File: src/logic/fbm_pkg.sv
// Purpose: shared constants, carriers and helpers of the fifo bus-matching block
// Assumes: both ports run on one clock
// Notes: size codes are {size_sel1, size_sel0}
package fbm_pkg;

  localparam int WORD_W = 36;
  localparam int DEPTH = 64;
  localparam int PTR_W = 6;
  localparam int CNT_W = 7;

  localparam logic [6:0] FILL_MAX = 7'h40;
  localparam logic [6:0] OFFSET_HH = 7'h10;
  localparam logic [6:0] OFFSET_HL = 7'h0C;
  localparam logic [6:0] OFFSET_LH = 7'h08;
  localparam logic [6:0] OFFSET_LL = 7'h04;
  localparam logic [6:0] RST_OFFSET = OFFSET_LL;

  localparam logic [1:0] SIZE_LONG = 2'h0;
  localparam logic [1:0] SIZE_BYTE = 2'h1;
  localparam logic [1:0] SIZE_WORD = 2'h2;
  localparam logic [1:0] SIZE_MAIL = 2'h3;

  localparam logic [2:0] PARTS_LONG = 3'h1;
  localparam logic [2:0] PARTS_WORD = 3'h2;
  localparam logic [2:0] PARTS_BYTE = 3'h4;

  localparam logic [1:0] SWAP_NONE = 2'h0;
  localparam logic [1:0] SWAP_REVERSE = 2'h1;
  localparam logic [1:0] SWAP_HALVES = 2'h2;
  localparam logic [1:0] SWAP_PAIRS = 2'h3;

  localparam logic [35:0] RST_WORD = 36'h000000000;

  typedef struct packed {
    logic chip_select_n;
    logic write_not_read;
    logic xfer_gate;
    logic mailbox_select;
    logic [35:0] bus;
  } fbm_port_a_s;

  typedef struct packed {
    logic chip_select_n;
    logic write_not_read;
    logic xfer_gate;
    logic size_sel1;
    logic size_sel0;
    logic big_endian_select_n;
    logic swap_mode_sel1;
    logic swap_mode_sel0;
    logic [35:0] bus;
  } fbm_port_b_s;

  typedef struct packed {
    logic fifo_empty_n;
    logic fifo_full_n;
    logic fifo_almost_empty_n;
    logic fifo_almost_full_n;
    logic a_to_b_mail_pending_n;
    logic b_to_a_mail_pending_n;
  } fbm_flags_s;

  // bytes named A..D from most significant; bits inside a byte keep order
  function automatic logic [35:0] fbm_swap(input logic [35:0] w, input logic [1:0] mode);
    logic [35:0] r;
    r = w;
    unique case (mode)
      SWAP_NONE: r = w;
      SWAP_REVERSE: r = {w[8:0], w[17:9], w[26:18], w[35:27]};
      SWAP_HALVES: r = {w[17:0], w[35:18]};
      SWAP_PAIRS: r = {w[26:18], w[35:27], w[8:0], w[17:9]};
    endcase
    return r;
  endfunction : fbm_swap

endpackage : fbm_pkg

File: src/logic/fbm_fifo_bus_match.sv
// Purpose: 64 x 36 fifo with offset flags, two mailboxes and port-b bus matching
// Assumes: port a and port b controls are synchronous to clk
// Notes: data outputs are registered, one clock behind the selects
`timescale 1ns/100ps

module fbm_fifo_bus_match (
  // clock and reset
  input wire logic clk,
  input wire logic rst_b,
  // port a controls and bus
  input wire fbm_pkg::fbm_port_a_s port_a_ctl,
  output fbm_pkg::fbm_port_a_s port_a_unused_never,
  // port b controls and bus
  input wire fbm_pkg::fbm_port_b_s port_b_ctl,
  // offset presets
  input wire logic offset_choice0,
  input wire logic offset_choice1,
  // data drive back onto the buses
  output logic [35:0] port_a_drive,
  output logic port_a_drive_en,
  output logic [35:0] port_b_drive,
  output logic port_b_drive_en,
  // status
  output fbm_pkg::fbm_flags_s flags
);

  // decoded port operations
  logic a_sel_wr;
  logic a_sel_rd;
  logic b_sel_wr;
  logic b_sel_rd;
  logic b_mail_sel;
  logic fifo_wr;
  logic fifo_rd;
  logic fetch;
  logic mail_ab_wr;
  logic mail_ba_wr;
  logic mail_ab_rd;
  logic mail_ba_rd;

  // fifo and flag state
  logic [35:0] mem [fbm_pkg::DEPTH];
  logic [5:0] wr_ptr_r, wr_ptr_nxt;
  logic [5:0] rd_ptr_r, rd_ptr_nxt;
  logic [6:0] fill_r, fill_nxt;
  logic [6:0] offset_r, offset_nxt;
  logic offset_done_r, offset_done_nxt;
  logic almost_empty_s1_r, almost_empty_s1_nxt;
  logic almost_full_s1_r, almost_full_s1_nxt;
  fbm_pkg::fbm_flags_s flags_nxt;

  // mailbox state
  logic [35:0] mail_ab_r, mail_ab_nxt;
  logic [35:0] mail_ba_r, mail_ba_nxt;
  logic mail_ab_pend_n_r, mail_ab_pend_n_nxt;
  logic mail_ba_pend_n_r, mail_ba_pend_n_nxt;

  // bus matching state
  logic [1:0] size_r, size_nxt;
  logic big_r, big_nxt;
  logic [1:0] cur_size_r, cur_size_nxt;
  logic cur_big_r, cur_big_nxt;
  logic [35:0] hold_r, hold_nxt;
  logic [1:0] part_r, part_nxt;
  logic [2:0] left_r, left_nxt;
  logic [35:0] out_r, out_nxt;

  // output drive registers
  logic [35:0] a_drive_nxt;
  logic [35:0] b_drive_nxt;
  logic a_en_nxt;
  logic b_en_nxt;

  assign port_a_unused_never = '0;

  always_comb begin
    a_sel_wr = !port_a_ctl.chip_select_n && port_a_ctl.write_not_read && port_a_ctl.xfer_gate;
    a_sel_rd = !port_a_ctl.chip_select_n && !port_a_ctl.write_not_read && port_a_ctl.xfer_gate;
    b_sel_wr = !port_b_ctl.chip_select_n && port_b_ctl.write_not_read && port_b_ctl.xfer_gate;
    b_sel_rd = !port_b_ctl.chip_select_n && !port_b_ctl.write_not_read && port_b_ctl.xfer_gate;
    b_mail_sel = port_b_ctl.size_sel1 && port_b_ctl.size_sel0;
    fifo_wr = a_sel_wr && !port_a_ctl.mailbox_select && (fill_r != fbm_pkg::FILL_MAX);
    mail_ab_wr = a_sel_wr && port_a_ctl.mailbox_select && mail_ab_pend_n_r;
    mail_ba_wr = b_sel_wr && b_mail_sel && mail_ba_pend_n_r;
    mail_ab_rd = b_sel_rd && b_mail_sel;
    mail_ba_rd = a_sel_rd && port_a_ctl.mailbox_select;
    // a size change forces a fresh fetch
    fetch = (left_r == 3'h0) || (size_r != cur_size_r) || (big_r != cur_big_r);
    fifo_rd = b_sel_rd && !b_mail_sel && (!fetch || (fill_r != 7'h00));
  end

  // fifo pointers, fill count, offset and flags
  always_comb begin
    wr_ptr_nxt = wr_ptr_r + {5'h00, fifo_wr};
    rd_ptr_nxt = rd_ptr_r + {5'h00, fifo_rd && fetch};
    fill_nxt = fill_r + {6'h00, fifo_wr} - {6'h00, fifo_rd && fetch};
    offset_nxt = offset_r;
    offset_done_nxt = 1'b1;
    if (!offset_done_r) begin
      unique case ({offset_choice1, offset_choice0})
        2'h3: offset_nxt = fbm_pkg::OFFSET_HH;
        2'h2: offset_nxt = fbm_pkg::OFFSET_HL;
        2'h1: offset_nxt = fbm_pkg::OFFSET_LH;
        2'h0: offset_nxt = fbm_pkg::OFFSET_LL;
      endcase
    end
    almost_empty_s1_nxt = fill_r > offset_r;
    almost_full_s1_nxt = fill_r < (fbm_pkg::FILL_MAX - offset_r);
    flags_nxt.fifo_almost_empty_n = almost_empty_s1_r;
    flags_nxt.fifo_almost_full_n = almost_full_s1_r;
    flags_nxt.fifo_empty_n = (fill_nxt != 7'h00) || (left_nxt != 3'h0);
    flags_nxt.fifo_full_n = fill_nxt != fbm_pkg::FILL_MAX;
    flags_nxt.a_to_b_mail_pending_n = mail_ab_pend_n_nxt;
    flags_nxt.b_to_a_mail_pending_n = mail_ba_pend_n_nxt;
  end

  always_ff @(posedge clk) begin
    if (fifo_wr) begin
      mem[wr_ptr_r] <= port_a_ctl.bus;
    end
  end

  always_ff @(posedge clk or negedge rst_b) begin
    if (!rst_b) begin
      wr_ptr_r <= 6'h00;
      rd_ptr_r <= 6'h00;
      fill_r <= 7'h00;
      offset_r <= fbm_pkg::RST_OFFSET;
      offset_done_r <= 1'b0;
      almost_empty_s1_r <= 1'b0;
      almost_full_s1_r <= 1'b1;
      flags <= '{1'b0, 1'b1, 1'b0, 1'b1, 1'b1, 1'b1};
    end else begin
      wr_ptr_r <= wr_ptr_nxt;
      rd_ptr_r <= rd_ptr_nxt;
      fill_r <= fill_nxt;
      offset_r <= offset_nxt;
      offset_done_r <= offset_done_nxt;
      almost_empty_s1_r <= almost_empty_s1_nxt;
      almost_full_s1_r <= almost_full_s1_nxt;
      flags <= flags_nxt;
    end
  end

  // mailboxes
  always_comb begin
    mail_ab_nxt = mail_ab_r;
    mail_ba_nxt = mail_ba_r;
    mail_ab_pend_n_nxt = mail_ab_pend_n_r;
    mail_ba_pend_n_nxt = mail_ba_pend_n_r;
    // contents change only on accepted writes
    if (mail_ab_wr) begin
      mail_ab_nxt = port_a_ctl.bus;
    end
    if (mail_ba_wr) begin
      mail_ba_nxt = port_b_ctl.bus;
    end
    // write lowers flag; writes blocked while low
    if (mail_ab_rd) begin
      mail_ab_pend_n_nxt = 1'b1;
    end
    if (mail_ab_wr) begin
      mail_ab_pend_n_nxt = 1'b0;
    end
    if (mail_ba_rd) begin
      mail_ba_pend_n_nxt = 1'b1;
    end
    if (mail_ba_wr) begin
      mail_ba_pend_n_nxt = 1'b0;
    end
  end

  always_ff @(posedge clk or negedge rst_b) begin
    if (!rst_b) begin
      mail_ab_r <= fbm_pkg::RST_WORD;
      mail_ba_r <= fbm_pkg::RST_WORD;
      mail_ab_pend_n_r <= 1'b1;
      mail_ba_pend_n_r <= 1'b1;
    end else begin
      mail_ab_r <= mail_ab_nxt;
      mail_ba_r <= mail_ba_nxt;
      mail_ab_pend_n_r <= mail_ab_pend_n_nxt;
      mail_ba_pend_n_r <= mail_ba_pend_n_nxt;
    end
  end

  // bus matching on port b reads
  always_comb begin
    logic [35:0] word;
    logic [1:0] k;
    word = hold_r;
    k = part_r;
    size_nxt = size_r;
    big_nxt = big_r;
    // selects registered; mailbox codes keep old size
    if (!b_mail_sel) begin
      size_nxt = {port_b_ctl.size_sel1, port_b_ctl.size_sel0};
      big_nxt = !port_b_ctl.big_endian_select_n;
    end
    cur_size_nxt = cur_size_r;
    cur_big_nxt = cur_big_r;
    hold_nxt = hold_r;
    part_nxt = part_r;
    left_nxt = left_r;
    out_nxt = out_r;
    if (fifo_rd) begin
      if (fetch) begin
        word = fbm_pkg::fbm_swap(mem[rd_ptr_r],
                                 {port_b_ctl.swap_mode_sel1, port_b_ctl.swap_mode_sel0});
        k = 2'h0;
        hold_nxt = word;
        cur_size_nxt = size_r;
        cur_big_nxt = big_r;
        unique case (size_r)
          fbm_pkg::SIZE_WORD: left_nxt = fbm_pkg::PARTS_WORD;
          fbm_pkg::SIZE_BYTE: left_nxt = fbm_pkg::PARTS_BYTE;
          default: left_nxt = fbm_pkg::PARTS_LONG;
        endcase
      end
      // one part per read, rest kept aside
      left_nxt = left_nxt - 3'h1;
      part_nxt = k + 2'h1;
      unique case (size_r)
        fbm_pkg::SIZE_WORD: begin
          if (big_r) begin
            out_nxt[35:18] = k[0] ? word[17:0] : word[35:18];
          end else begin
            out_nxt[17:0] = k[0] ? word[35:18] : word[17:0];
          end
        end
        fbm_pkg::SIZE_BYTE: begin
          if (big_r) begin
            out_nxt[35:27] = word[(6'd27 - 6'd9 * {4'h0, k}) +: 9];
          end else begin
            out_nxt[8:0] = word[(6'd9 * {4'h0, k}) +: 9];
          end
        end
        default: out_nxt = word;
      endcase
    end
  end

  always_ff @(posedge clk or negedge rst_b) begin
    if (!rst_b) begin
      size_r <= fbm_pkg::SIZE_LONG;
      big_r <= 1'b0;
      cur_size_r <= fbm_pkg::SIZE_LONG;
      cur_big_r <= 1'b0;
      hold_r <= fbm_pkg::RST_WORD;
      part_r <= 2'h0;
      left_r <= 3'h0;
      out_r <= fbm_pkg::RST_WORD;
    end else begin
      size_r <= size_nxt;
      big_r <= big_nxt;
      cur_size_r <= cur_size_nxt;
      cur_big_r <= cur_big_nxt;
      hold_r <= hold_nxt;
      part_r <= part_nxt;
      left_r <= left_nxt;
      out_r <= out_nxt;
    end
  end

  // bus drivers, registered
  always_comb begin
    a_en_nxt = !port_a_ctl.chip_select_n && !port_a_ctl.write_not_read;
    a_drive_nxt = mail_ba_nxt;
    b_en_nxt = !port_b_ctl.chip_select_n && !port_b_ctl.write_not_read;
    // mailbox when both size selects high
    b_drive_nxt = b_mail_sel ? mail_ab_nxt : out_nxt;
  end

  always_ff @(posedge clk or negedge rst_b) begin
    if (!rst_b) begin
      port_a_drive <= fbm_pkg::RST_WORD;
      port_a_drive_en <= 1'b0;
      port_b_drive <= fbm_pkg::RST_WORD;
      port_b_drive_en <= 1'b0;
    end else begin
      port_a_drive <= a_drive_nxt;
      port_a_drive_en <= a_en_nxt;
      port_b_drive <= b_drive_nxt;
      port_b_drive_en <= b_en_nxt;
    end
  end

endmodule : fbm_fifo_bus_match

File: config.mk
export PLATFORM = sky130hd
export DESIGN_NAME = fbm_fifo_bus_match
export DESIGN_NICKNAME = d
export VERILOG_FILES = /design/src/logic/fbm_pkg.sv /design/src/logic/fbm_fifo_bus_match.sv
export SDC_FILE = /design/constraint.sdc
export NUM_CORES = 2
export LEC_CHECK = 0
export ABC_AREA = 1
export BUFFER_PORTS_ARGS = -buffer_cell sky130_fd_sc_hd__buf_2
export CORE_ASPECT_RATIO = 1.2
export CORE_UTILIZATION = 31
export CTS_CLUSTER_DIAMETER = 80
export DETAILED_ROUTE_END_ITERATION = 10
export MAX_ROUTING_LAYER = met4
export PLACE_DENSITY = 0.5
export REMOVE_ABC_BUFFERS = 1
export SLEW_MARGIN = 20
export SYNTH_ARGS = -nofsm -noshare
export SYNTH_HDL_FRONTEND = slang
export SYNTH_SLANG_ARGS = --single-unit
File: constraint.sdc
create_clock -name clk -period 4.1 [get_ports clk]
set_input_delay 0.41 -clock clk [delete_from_list [all_inputs] [get_ports clk]]
set_output_delay 0.41 -clock clk [all_outputs]
set_load 0.05 [all_outputs]
==> results.py <==
metrics = {
    "yosys": {
        "synth_top_cell_area_share_pct": 65.7,
        "synth_area_leaders": "edfxtp_1, nor2_1, nand2_1",
        "yosysUniqueCellTypes": 48,
        "synth_top_family_by_area": "simple AND/OR/NAND/NOR gates",
        "synth_seq_cells": 2528,
        "synth_area_sq_um": 105000,
        "synth_fa_ha_area_share_pct": 0.387,
        "netlist_instances": 9119,
        "synth_xor_area_share_pct": 0.141,
        "synth_simple_gate_area_share_pct": 15.2,
        "synth_top_area_cell": "edfxtp_1",
        "ys_seq_area_share_pct": 71.0,
        "muxShareOfSynthArea_pct": 0.385,
        "yosysWarnings": 0,
        "avgSynthCellArea_sq_um": 11.6,
        "synth_compound_area_share_pct": 8.50,
    },
    "routing": {
        "drt_iter0_markers": 7482,
        "drc_errors": 0,
        "post_drt_wl_per_cell_um": 25.6,
        "vias": 72900,
        "finalWirelength_um": 363000,
        "via_per_inst": 5.15,
        "drtAntennaViolNets": 0,
        "firstDrtPassIters": 6,
    },
    "grt": {
        "overflow": 0,
        "grt_pass1_vias": 70300,
        "busiest_layer": "met2",
        "gr-usage-met2_pct": 35.5,
        "grt_max_degree": 105,
        "met1_usage_pct": 26.3,
        "grt_antenna_before_repair": 19,
        "grt_pass1_wl_um": 513000,
        "met3_usage_pct": 2.98,
        "track_usage_pct": 21.3,
    },
    "timing": {
        "hold_viol": 0,
        "fin_crit_sh_pct": 94.9,
        "worstMarginPinSlew_ps": 1070,
        "skew_ps": 52.7,
        "maxSlewViolCount": 0,
        "finalSetupViolations": 0,
        "fmax_mhz": 257,
        "rsz0062_at_grt": "no",
        "max_slew_margin_pct": 28.4,
        "min_period_ps": 3890,
    },
    "setup_path": {
        "slowest_stage": "dfrtp_4",
        "crit_buf_inv": 2,
        "critPathLaunch": "rd_ptr_r[1]",
        "worstSetupEndpoint": "port_b_drive[13]",
        "max_stage_delay_ps": 560,
        "cp_max_fo": 74,
        "cp.arrival_ps": 4690,
        "cp_data_required_time_ps": 4900,
        "critical_path_class": "register to register",
        "cpMostUsedCell": "nand2_1",
        "worstPathCellList": "clkinv_16 > buf_4 > nor2_1 > o21ai_0 > a21oi_1 > nor2_1 > nand2_1 > nand3_1 > nand2_1 > nand2_1 > nand2_1 > nor2_1 > nand3_1 > nand2_1 > nand2_1 > nand2_1 > nand2_1 > a21oi_1 > o21ai_1 > nand2_1 > nand2_1",
        "r2r_start": "rd_ptr_r[1]",
        "r2r_slack_ps": 210,
        "critical_path_depth": 21,
        "critical_path.top_delay_family": "simple AND/OR/NAND/NOR gates",
        "crit_path_end_kind": "register",
        "worstRegToRegCells": 21,
        "regToRegEndpoint": "port_b_drive[13]",
        "setup.worst_path.start_class": "register",
    },
    "floorplan": {
        "die_y_um": 641,
        "core_sq_um": 338000,
        "start_util_pct": 31.1,
        "die-area_sq_um": 342000,
        "die_w_um": 534,
        "io_pins": 208,
        "rows": 234,
    },
    "power": {
        "power.leakage_nw": 43.6,
        "power_mw": 83.2,
        "p_per_area_nw_per_um2": 678,
        "ir_drop_uv": 595,
    },
    "run_status": {
        "outcome": "finished clean",
    },
    "cells_and_area": {
        "fin_util_pct": 36.2,
        "fin_cells": 14200,
        "syn_to_final_growth_pct": 16.4,
        "drive_above_1_share_pct": 11.8,
        "nets": 9603,
        "fillers": 32900,
    },
    "clocking": {
        "cts_num_sinks": 2528,
        "clk_path_buf_depth": 4,
        "cts_made_buffers": 269,
        "path_clk_slew_ps": 70,
        "cts_root_buf": "clkbuf_16",
        "clock_latency_ps": 880,
        "cts_tree": "built",
        "htree_levels": 5,
    },
    "placed_design": {
        "routabilityCongestion": 0.867,
        "dpl.cell_count": 13600,
        "io_buffers": 167,
        "hpwl_um": 209000,
    },
    "min_path": {
        "hp-class": "input port to register",
    },
    "flow_run": {
        "max_cap_viol_count": 0,
    },
}
==> layout by cell type (no fill, tap or decap), types with 5 or more instances in the layout <==
master / netlist / layout
edfxtp_1: 2304 / 2304
nand2_1: 1645 / 1642
nor2_1: 1686 / 1619
o21ai_0: 864 / 864
nand3_1: 628 / 627
buf_4: 88 / 318
clkbuf_16: 0 / 279
inv_1: 243 / 240
o211ai_1: 237 / 237
dfrtp_1: 218 / 213
a21oi_1: 205 / 205
o21ai_1: 193 / 193
buf_2: 198 / 166
buf_12: 0 / 115
o22ai_1: 94 / 94
nor2_4: 0 / 64
dlygate4sd3_1: 0 / 56
clkbuf_1: 186 / 48
clkinv_1: 4 / 45
conb_1: 2 / 41
clkinv_2: 0 / 38
mux2_2: 36 / 36
ha_1: 31 / 31
or2_2: 20 / 20
nand4_1: 19 / 19
xor2_1: 15 / 15
bufinv_16: 0 / 15
diode_2: 0 / 14
a31oi_1: 13 / 13
clkinvlp_4: 0 / 12
inv_6: 1 / 9
nand3_2: 5 / 6
dfstp_2: 6 / 6
clkbuf_8: 0 / 6
inv_2: 7 / 5
==> kinds of logic after synthesis <==
group	count (synthesis)
and+or+nand+nor	4013
DFF	2528
AOI/OAI and AO/OA	1627
buffers and inverters	864
muxes	36
adders and majority gates	32
xor gates and xnor gates	17
other	2
==> metal layers <==
layer,vias to the layer above,wire length [um]
li1,32600,-
met1,36800,147000
met2,2881,177000
met3,663,23700
met4,0,15600
met5,-,0
==> how the worst min path moves through the flow <==
| stage | endpoint | start | slack [ps] | cells after the start |
|---|---|---|---|---|
| CTS | mem[39][32] | port_a_ctl[32] | 20 | 1 |
| floorplan | almost_empty_s1_r | rst_b | 110 | 0 |
| global route | mem[33][32] | port_a_ctl[32] | 40 | 1 |
| global placement | flags[3] | almost_empty_s1_r | 350 | 0 |
| finish | mem[32][32] | port_a_ctl[32] | 70 | 1 |
| detailed placement | flags[2] | almost_full_s1_r | 350 | 0 |
==> through the flow <==
step | setup WS [ps] | hold WS [ps] | cell area, sq um | TNS, ps
global route | 20.2 | 44.5 | 123000 | 0
floorplan | -36510 | 114 | 102000 | -3990510
finish | 210 | 66.8 | 123000 | 0
CTS | 111 | 15.5 | 123000 | 0
global placement | 182 | 346 | 114000 | 0
detailed placement | 142 | 350 | 114000 | 0
==> cell usage after synthesis, drive strengths merged <==
library cell     n
edfxtp        2304
nor2          1686
nand2         1646
o21ai         1059
nand3          633
buf            422
inv            252
o211ai         238
dfrtp          218
a21oi          205
clkbuf         186
o22ai           94
mux2            36
ha              31
or2             22
nand4           19
xor2            15
a31oi           13
dfstp            6
o21bai           6
clkinv           4
a21boi           3
a21o             3
nor3             3
nor3b            3
o221ai           3
conb             2
xnor2            2
a2111oi          1
a41oi            1
fa               1
nor4             1
o21a             1
==> flip-flops by register name (all words and copies together), names as in the netlist, 3 cells and up <==
| name | count |
|---|---|
| fill_r | 7 |
| flags | 4 |
| hold_r | 36 |
| left_r | 3 |
| mail_ab_r | 36 |
| mem | 2304 |
| offset_r | 3 |
| out_r | 36 |
| port_a_drive | 36 |
| port_b_drive | 36 |
| rd_ptr_r | 6 |
| wr_ptr_r | 6 |
==> worst reg2reg max path: cells and delay by family, from the launching register on <==
family	cells	cell delay (ps)
AO/OA/AOI/OAI	4	510
AND/OR/NAND/NOR	15	1930
flip-flops	1	560
buffers and inverters	2	820
==> power by group <==
group          leakage [nW]  internal, mW  switching [mW]
registers              23.5          29.0           0.562
logic                  16.0          9.04            20.7
clock network          4.08          13.5            10.3
total                  43.6          51.5            31.6
==> repair_timing <==
item                                    in CTS  in global routing
endpoints found under the setup margin       0                  7
hold endpoints to repair                   159                  0
setup buffers                                0                  1
hold buffers                                56                  0
gates resized for setup                      0                  4
==> area by class of cell <==
| type | count | area, sq um | share of cell area, % |
|---|---|---|---|
| well taps | 4484 | 5610 | 4.57 |
| inverters | 256 | 1030 | 0.843 |
| repair inverters | 2 | 22.5 | 0.0184 |
| diodes | 14 | 35.0 | 0.0286 |
| flip-flops and latches | 2528 | 74800 | 61.0 |
| clock buffers | 334 | 7230 | 5.90 |
| multi-input cells | 5766 | 26600 | 21.7 |
| repair buffers | 660 | 6170 | 5.03 |
| clock inverters | 125 | 1140 | 0.930 |
(Power assumes the default switching activity.)
